--- src/apcr_pkg.sv ---
// Constants and types for the audio port configuration registers
package apcr_pkg;
    // Register offsets
    localparam logic [7:0] REG_SERIAL_FORMAT_LENGTH = 8'h28;
    localparam logic [7:0] REG_FRAME_OFFSET = 8'h29;
    localparam logic [7:0] REG_CHANNEL_ROUTING = 8'h2A;
    localparam logic [7:0] REG_PROGRAM_SELECT = 8'h2B;
    localparam logic [7:0] REG_CLOCK_LOSS_PERIOD = 8'h2C;
    // Field positions (low bit)
    localparam int FMT_LSB = 4;
    localparam int WLEN_LSB = 0;
    localparam int LSRC_LSB = 4;
    localparam int RSRC_LSB = 0;
    localparam int PSEL_LSB = 0;
    localparam int LOSS_LSB = 0;
    // Reset values
    localparam logic [1:0] FMT_RST = 2'h0;
    localparam logic [1:0] WLEN_RST = 2'h2;
    localparam logic [7:0] OFS_RST = 8'h00;
    localparam logic [1:0] SRC_RST = 2'h1;
    localparam logic [4:0] PSEL_RST = 5'h01;
    localparam logic [2:0] LOSS_RST = 3'h0;
    // Serial formats
    localparam logic [1:0] FMT_I2S = 2'h0;
    localparam logic [1:0] FMT_DIRECT_STREAM_DIGITAL = 2'h1;
    localparam logic [1:0] FMT_RIGHT_JUSTIFIED = 2'h2;
    localparam logic [1:0] FMT_LEFT_JUSTIFIED = 2'h3;
    // Path source codes
    localparam logic [1:0] SRC_ZERO = 2'h0;
    localparam logic [1:0] SRC_OWN = 2'h1;
    localparam logic [1:0] SRC_SWAP = 2'h2;
    // Word lengths in bits
    localparam logic [5:0] WLEN_16 = 6'h10;
    localparam logic [5:0] WLEN_20 = 6'h14;
    localparam logic [5:0] WLEN_24 = 6'h18;
    localparam logic [5:0] WLEN_32 = 6'h20;
    localparam logic [7:0] OFS_MAX_CODE = 8'hFF;
    localparam logic [8:0] OFS_MAX_CLKS = 9'h100;
    // Timing
    localparam int SAMPLE_W = 32;
    localparam longint CLK_PERIOD_PS = 4000;
    localparam longint LOSS_STEP_S = 1;
    localparam longint LOSS_STEP_CYCLES = (LOSS_STEP_S * 64'd1000000000000) / CLK_PERIOD_PS;

    typedef struct packed {
        logic [1:0] serial_format_select;
        logic [5:0] sample_word_bits;
        logic [8:0] frame_data_offset_clks;
        logic [4:0] program_select;
    } apcr_cfg_t;

    typedef struct packed {
        logic [SAMPLE_W-1:0] left;
        logic [SAMPLE_W-1:0] right;
    } apcr_pair_t;

    typedef struct packed {
        logic [1:0] fmt;
        logic [1:0] wlen;
        logic [7:0] ofs;
        logic [1:0] lsrc;
        logic [1:0] rsrc;
        logic [4:0] psel;
        logic [2:0] loss_code;
        logic sclk_m;
        logic sclk_s;
        logic lrclk_m;
        logic lrclk_s;
        logic [31:0] low_cnt;
        logic powerdown;
        logic [7:0] rdata;
        apcr_pair_t dac;
        apcr_cfg_t cfg;
    } apcr_state_t;
endpackage

--- src/apcr_regs.sv ---
// Audio port configuration registers, channel routing and clock-loss detector
`timescale 1ns/1ps

// Functional notes
// - The format field, bits 5-4 of 0x28, picks I2S, DIRECT_STREAM_DIGITAL, right- or left-justified, reset 00.
// - The word length field, bits 1-0 of 0x28, picks 16, 20, 24 or 32 bits, reset 24 bits.
// - The frame offset at 0x29 is the bit clock count from frame start to wanted sample.
// - Offset zero is the reset value with no shift, each step adds one, all-ones means 256.
// - The left source picks mute, left data or right data for the left DAC, reset 01.
// - The right source picks mute, right data or left data for the right DAC, reset 01.
// - Program select resets to 00001, the first built-in program.
// - Both audio clocks low past the loss period send the DAC to powerdown.
// - Only a low level counts as missing, and the ignore input blocks powerdown.
module apcr_regs #(
    parameter longint CYCLES_PER_STEP = apcr_pkg::LOSS_STEP_CYCLES
) (
    input wire logic i_clk,
    input wire logic i_nrst,
    input wire logic i_reg_wr,
    input wire logic i_reg_rd,
    input wire logic [7:0] i_reg_addr,
    input wire logic [7:0] i_reg_wdata,
    output logic [7:0] o_reg_rdata,
    output logic o_reg_ack,
    input wire logic i_sclk,
    input wire logic i_lrclk,
    input wire logic i_ignore_missing_clocks,
    input wire apcr_pkg::apcr_pair_t i_sample,
    output apcr_pkg::apcr_pair_t o_dac,
    output apcr_pkg::apcr_cfg_t o_cfg,
    output logic o_dac_powerdown
);
    apcr_pkg::apcr_state_t state_r;
    apcr_pkg::apcr_state_t state_nxt;
    logic ack_r;
    logic [31:0] limit;

    // Period code n lasts n+1 steps
    assign limit = 32'((64'(state_r.loss_code) + 64'd1) * 64'(CYCLES_PER_STEP));

    function automatic logic [apcr_pkg::SAMPLE_W-1:0] route(
        input logic [1:0] src,
        input logic [apcr_pkg::SAMPLE_W-1:0] own,
        input logic [apcr_pkg::SAMPLE_W-1:0] other
    );
        case (src)
            apcr_pkg::SRC_OWN: route = own;
            apcr_pkg::SRC_SWAP: route = other;
            default: route = '0;
        endcase
    endfunction

    always_comb
    begin
        state_nxt = state_r;
        // Register writes keep only defined fields; reserved bits are dropped
        if (i_reg_wr)
        begin
            case (i_reg_addr)
                apcr_pkg::REG_SERIAL_FORMAT_LENGTH:
                begin
                    state_nxt.fmt = i_reg_wdata[apcr_pkg::FMT_LSB +: 2];
                    state_nxt.wlen = i_reg_wdata[apcr_pkg::WLEN_LSB +: 2];
                end
                apcr_pkg::REG_FRAME_OFFSET: state_nxt.ofs = i_reg_wdata;
                apcr_pkg::REG_CHANNEL_ROUTING:
                begin
                    state_nxt.lsrc = i_reg_wdata[apcr_pkg::LSRC_LSB +: 2];
                    state_nxt.rsrc = i_reg_wdata[apcr_pkg::RSRC_LSB +: 2];
                end
                apcr_pkg::REG_PROGRAM_SELECT:
                    state_nxt.psel = i_reg_wdata[apcr_pkg::PSEL_LSB +: 5];
                apcr_pkg::REG_CLOCK_LOSS_PERIOD:
                    state_nxt.loss_code = i_reg_wdata[apcr_pkg::LOSS_LSB +: 3];
                default:
                begin
                end
            endcase
        end
        // Read data; reserved bits and unmapped addresses read zero
        case (i_reg_addr)
            apcr_pkg::REG_SERIAL_FORMAT_LENGTH:
                state_nxt.rdata = {2'h0, state_r.fmt, 2'h0, state_r.wlen};
            apcr_pkg::REG_FRAME_OFFSET: state_nxt.rdata = state_r.ofs;
            apcr_pkg::REG_CHANNEL_ROUTING:
                state_nxt.rdata = {2'h0, state_r.lsrc, 2'h0, state_r.rsrc};
            apcr_pkg::REG_PROGRAM_SELECT: state_nxt.rdata = {3'h0, state_r.psel};
            apcr_pkg::REG_CLOCK_LOSS_PERIOD: state_nxt.rdata = {5'h00, state_r.loss_code};
            default: state_nxt.rdata = 8'h00;
        endcase
        // Two-flop synchronisers for the audio clocks
        state_nxt.sclk_m = i_sclk;
        state_nxt.sclk_s = state_r.sclk_m;
        state_nxt.lrclk_m = i_lrclk;
        state_nxt.lrclk_s = state_r.lrclk_m;
        // Low-level timer: any high level restarts it, static high never counts
        if (state_r.sclk_s || state_r.lrclk_s)
        begin
            state_nxt.low_cnt = 32'h0;
            state_nxt.powerdown = 1'b0;
        end
        else
        begin
            if (state_r.low_cnt < limit)
                state_nxt.low_cnt = state_r.low_cnt + 32'h1;
            state_nxt.powerdown = (state_r.low_cnt >= limit) && !i_ignore_missing_clocks;
        end
        // Channel routing into the DAC; code 11 is treated as mute
        state_nxt.dac.left = route(state_r.lsrc, i_sample.left, i_sample.right);
        state_nxt.dac.right = route(state_r.rsrc, i_sample.right, i_sample.left);
        // Decoded configuration
        state_nxt.cfg.serial_format_select = state_r.fmt;
        case (state_r.wlen)
            2'h0: state_nxt.cfg.sample_word_bits = apcr_pkg::WLEN_16;
            2'h1: state_nxt.cfg.sample_word_bits = apcr_pkg::WLEN_20;
            2'h2: state_nxt.cfg.sample_word_bits = apcr_pkg::WLEN_24;
            default: state_nxt.cfg.sample_word_bits = apcr_pkg::WLEN_32;
        endcase
        if (state_r.ofs == apcr_pkg::OFS_MAX_CODE)
            state_nxt.cfg.frame_data_offset_clks = apcr_pkg::OFS_MAX_CLKS;
        else
            state_nxt.cfg.frame_data_offset_clks = {1'b0, state_r.ofs};
        state_nxt.cfg.program_select = state_r.psel;
    end

    always_ff @(posedge i_clk or negedge i_nrst)
    begin
        if (!i_nrst)
        begin
            state_r <= '0;
            state_r.fmt <= apcr_pkg::FMT_RST;
            state_r.wlen <= apcr_pkg::WLEN_RST;
            state_r.ofs <= apcr_pkg::OFS_RST;
            state_r.lsrc <= apcr_pkg::SRC_RST;
            state_r.rsrc <= apcr_pkg::SRC_RST;
            state_r.psel <= apcr_pkg::PSEL_RST;
            state_r.loss_code <= apcr_pkg::LOSS_RST;
            state_r.cfg.serial_format_select <= apcr_pkg::FMT_RST;
            state_r.cfg.sample_word_bits <= apcr_pkg::WLEN_24;
            state_r.cfg.frame_data_offset_clks <= 9'h000;
            state_r.cfg.program_select <= apcr_pkg::PSEL_RST;
            ack_r <= 1'b0;
        end
        else
        begin
            state_r <= state_nxt;
            ack_r <= i_reg_rd || i_reg_wr;
        end
    end

    assign o_reg_rdata = state_r.rdata;
    assign o_reg_ack = ack_r;
    assign o_dac = state_r.dac;
    assign o_cfg = state_r.cfg;
    assign o_dac_powerdown = state_r.powerdown;
endmodule

--- config.mk ---
export PLATFORM = sky130hd
export DESIGN_NAME = apcr_regs
export DESIGN_NICKNAME = d
export VERILOG_FILES = /design/src/apcr_pkg.sv /design/src/apcr_regs.sv
export SDC_FILE = /design/constraint.sdc
export NUM_CORES = 1
export LEC_CHECK = 0
export BUFFER_PORTS_ARGS = -buffer_cell sky130_fd_sc_hd__buf_2
export CAP_MARGIN = 20
export CORE_ASPECT_RATIO = 1.4
export CORE_MARGIN = 8
export CORE_UTILIZATION = 52
export CTS_CLUSTER_SIZE = 24
export DETAILED_ROUTE_END_ITERATION = 10
export PLACE_DENSITY_LB_ADDON = 0.3
export SETUP_SLACK_MARGIN = 0.05
export SYNTH_ARGS = -nofsm -noshare
export SYNTH_HDL_FRONTEND = slang
export SYNTH_SLANG_ARGS = --single-unit
--- constraint.sdc ---
create_clock -name i_clk -period 6.2 [get_ports i_clk]
set_clock_uncertainty 0.2 [all_clocks]
set_input_delay 1.86 -clock i_clk [delete_from_list [all_inputs] [get_ports i_clk]]
set_output_delay 1.86 -clock i_clk [all_outputs]
set_load 0.005 [all_outputs]
==> metrics.log <==
INFO  metric synth_warnings = 0
INFO  metric drt-vias-per-instance = 5.69
INFO  metric ffs_latches_synth = between 150 and 200
INFO  metric number_of_enable_type_register_cells_in_the_synthesized_netlist = 0
INFO  metric h_tree_depth = 4
INFO  metric firstDrtPassIters = 5
INFO  metric synth_area = ~0.009 mm2
INFO  metric initial_core_util = 0.528
INFO  metric first_global_vias = 6976
INFO  metric power-per-cell-area = 239 mW/mm2
INFO  metric place_congestion = ~0.88
INFO  metric n_antenna_cell = 0
INFO  metric drv_cap = 0
INFO  metric yosys.area.top_type_share = 0.416
INFO  metric pin_count = 183
INFO  metric worst-endpoint-required = 6330 ps
INFO  metric mostFrequentLayoutCell = sky130_fd_sc_hd__buf_2
INFO  metric number_of_max_slew_violations_in_the_final_report = 0
INFO  metric flow.area_growth_from_synthesis = 12.2%
INFO  metric buffer_ports.inserted = 180
INFO  metric outcome = finished clean
INFO  metric clk_latency = 420 ps
INFO  metric timing.hold.ws = 151 ps
INFO  metric grt.overflow.total = 0
INFO  metric antenna_left = 0
INFO  metric cts_num_sinks = between 150 and 200
INFO  metric post-route-min-period = 5740 ps
INFO  metric postLayoutCellArea = about 0.0099 mm2
INFO  metric post-route-drc-count = 0
INFO  metric die_h = 170 um
INFO  metric reg2reg_depth = 23
INFO  metric setup_fix_bufs_post_cts = 0
INFO  metric layout_worst_path_cycle_share = 0.926
INFO  metric global_route_wire_length_before_repair = 34.7 mm
INFO  metric cts.clk_slew.worst_paths = around 60 ps
INFO  metric post_synth_num_cell_types = 61
INFO  metric critical_path.endpoint_type = flop
INFO  metric post-dp-hpwl = 15.7 mm
INFO  metric hp-class = flop to flop
INFO  metric synth.avg_cell_area = 10.1 um2
INFO  metric timing.final.setup_violations = 0
INFO  metric grt_antenna_before_repair = 0
INFO  metric totalNegativeSetupSlack = 0 ps
INFO  metric final_stage_net_count = roughly 1100
INFO  metric timing.setup.critical_path_class = flop to flop
INFO  metric netlist.top_cell.by_area = sky130_fd_sc_hd__dfrtp_1
INFO  metric first_iter_violations = 454
INFO  metric post_drt_wl_per_cell = around 18 um
INFO  metric floorplan.rows = 56
INFO  metric hold_viol = 0
INFO  metric place_area = 0.00927 mm2
INFO  metric gr-usage-all-layers = 0.203
INFO  metric setup.worst_path.start_class = flop
INFO  metric crit_arrival = 5870 ps
INFO  metric synth_top_cells_by_area = sky130_fd_sc_hd__dfrtp_1 42%, sky130_fd_sc_hd__ha_1 9.5%, sky130_fd_sc_hd__buf_4 8.1%, sky130_fd_sc_hd__a22oi_1 5.5%, sky130_fd_sc_hd__nor2_1 3.5%
INFO  metric max_slew.worst_pin.slew = 847 ps
INFO  metric worstHoldPathCells = 0
INFO  metric cellLeakagePower = 0.00486 uW
INFO  metric numCtsBuffers = 17
INFO  metric cts_hold_buf = 0
INFO  metric most-common-layout-cells = 179 x sky130_fd_sc_hd__buf_2, 146 x sky130_fd_sc_hd__dfrtp_1, 82 x sky130_fd_sc_hd__nor2_1, 67 x sky130_fd_sc_hd__ha_1, 65 x sky130_fd_sc_hd__a22oi_1
INFO  metric cts_max_path_buffers = 2
INFO  metric finish.cell_count_without_fillers = approximately 1200
INFO  metric postSynth.asyncResetShare = 1.00
INFO  metric core_region = 0.0167 mm2
INFO  metric root_buffer = sky130_fd_sc_hd__clkbuf_16
INFO  metric die_width = 126 um
INFO  metric power.ir.vdd_worst = 0.000201 V
INFO  metric fp.dieArea = 0.0215 mm2
INFO  metric synthesis.instances = 878
INFO  metric final_layout_size_suffix_gt1_frac = 0.286
INFO  metric ys_dominant_reg_cell = sky130_fd_sc_hd__dfrtp_1
INFO  metric cts_repair_resized_insts = 0
INFO  metric grt_max_degree = 68
INFO  metric num_vias = 6708
INFO  metric max_clock_freq = 174 MHz
INFO  metric tritoncts_clock_tree = yes
INFO  metric wl = 21.5 mm
INFO  metric grt_setup_unrepaired = false
INFO  metric place.detailed.instances = 1146
INFO  metric crit_fanout = 63
INFO  metric slew-limit-headroom = 0.427
INFO  metric post_synthesis_sequential_area_ratio = 0.437
## worst max-delay path, cell delays in order (launching register included)
cell and delay [ps]:
sky130_fd_sc_hd__dfrtp_2 430, sky130_fd_sc_hd__buf_4 180, sky130_fd_sc_hd__inv_1 60, sky130_fd_sc_hd__ha_1 390, sky130_fd_sc_hd__inv_1 120, sky130_fd_sc_hd__ha_1 240, sky130_fd_sc_hd__xor2_1 180, sky130_fd_sc_hd__ha_1 190
sky130_fd_sc_hd__or2_2 290, sky130_fd_sc_hd__ha_1 220, sky130_fd_sc_hd__a21o_1 180, sky130_fd_sc_hd__a211oi_1 200, sky130_fd_sc_hd__a21boi_0 250, sky130_fd_sc_hd__o21ai_0 170, sky130_fd_sc_hd__a31oi_1 230, sky130_fd_sc_hd__xor2_1 210
sky130_fd_sc_hd__ha_1 280, sky130_fd_sc_hd__a21oi_1 120, sky130_fd_sc_hd__o21ai_0 110, sky130_fd_sc_hd__a22oi_1 330, sky130_fd_sc_hd__o211ai_4 130, sky130_fd_sc_hd__buf_12 200, sky130_fd_sc_hd__or4_1 520, sky130_fd_sc_hd__a21oi_1 180
## path summary, 6_finish.rpt
check                               start      endpoint  slack (ps)
max                          state_r[131]  state_r[105]         460
min                        state_nxt[127]  state_r[127]         150
max reg2reg                  state_r[131]  state_r[105]         460
min reg2reg                state_nxt[127]  state_r[127]         150
max in group asynchronous          i_nrst  state_r[131]        3490
min in group asynchronous          i_nrst     o_dac[35]        1200
## registers in the layout, indices dropped and copies added (netlist names)
| name | flops |
|---|---|
| o_dac | 64 |
| state_nxt | 9 |
| state_r | 51 |
| o_cfg | 20 |
| o_reg_rdata | 8 |
| o_reg_ack | 1 |
| o_dac_powerdown | 1 |
## Yosys cell counts (3+ instances only)
cell,instances
sky130_fd_sc_hd__dfrtp_1,147
sky130_fd_sc_hd__buf_4,95
sky130_fd_sc_hd__nor2_1,83
sky130_fd_sc_hd__ha_1,67
sky130_fd_sc_hd__a22oi_1,65
sky130_fd_sc_hd__a21oi_1,49
sky130_fd_sc_hd__nand2_1,35
sky130_fd_sc_hd__o21ai_0,34
sky130_fd_sc_hd__inv_1,29
sky130_fd_sc_hd__clkbuf_1,25
sky130_fd_sc_hd__nand3_1,25
sky130_fd_sc_hd__mux2_2,24
sky130_fd_sc_hd__xnor2_1,18
sky130_fd_sc_hd__o31ai_1,16
sky130_fd_sc_hd__nor2b_1,15
sky130_fd_sc_hd__or3_1,14
sky130_fd_sc_hd__or4_1,14
sky130_fd_sc_hd__nand4_1,11
sky130_fd_sc_hd__and2_1,10
sky130_fd_sc_hd__a21o_1,7
sky130_fd_sc_hd__dfstp_2,7
sky130_fd_sc_hd__or2_2,7
sky130_fd_sc_hd__and3_1,6
sky130_fd_sc_hd__mux2i_1,6
sky130_fd_sc_hd__nor3_1,5
sky130_fd_sc_hd__nor4_1,5
sky130_fd_sc_hd__xor2_1,5
sky130_fd_sc_hd__and4_1,4
sky130_fd_sc_hd__buf_2,4
sky130_fd_sc_hd__a211oi_1,3
sky130_fd_sc_hd__a221oi_1,3
sky130_fd_sc_hd__fa_1,3
## area by class of cell
cell class,count,area (um2)
fill,1398,6820
multi-input combinational,568,4060
sequential,154,3860
timing repair buffer,193,1040
clock buffer,23,488
tap,203,254
clock inverter,9,111
inverter,29,109
## cell families (layout without fill, tap and decap cells)
kind of cell | count (synthesis) | after routing | synth area share
xor+xnor | 23 | 23 | 0.0228
compound gates | 193 | 193 | 0.143
simple gates | 248 | 248 | 0.146
other cells | 1 | 3 | 0.000424
flops | 154 | 154 | 0.437
fa+ha+maj | 70 | 70 | 0.102
buf+inv | 158 | 254 | 0.110
mux | 31 | 31 | 0.0399
## per-layer routing
| layer | global-route usage | vias to the layer above | part of all wire |
|---|---|---|---|
| met5 | 0 | - | 0 |
| met4 | 0.0782 | 0 | 0.019 |
| met3 | 0.0783 | 30 | 0.080 |
| met2 | 0.359 | 209 | 0.52 |
| met1 | 0.213 | 3254 | 0.38 |
| li1 | - | 3215 | - |
## power breakdown
part | total, uW | switching (uW) | internal, uW
registers | 1040 | 11.8 | 1030
clock network | 1050 | 411 | 638
logic | 282 | 170 | 112
## metrics by stage
stage	util	power, uW	setup slack, ps
final	0.593	2370	459
after global routing	0.593	2470	97.9
after CTS	0.589	2380	270
after detailed placement	0.553	1330	284
after global placement	0.553	1330	499
after floorplan	-	1230	526
No activity file was read; power rests on OpenSTA's default activity.
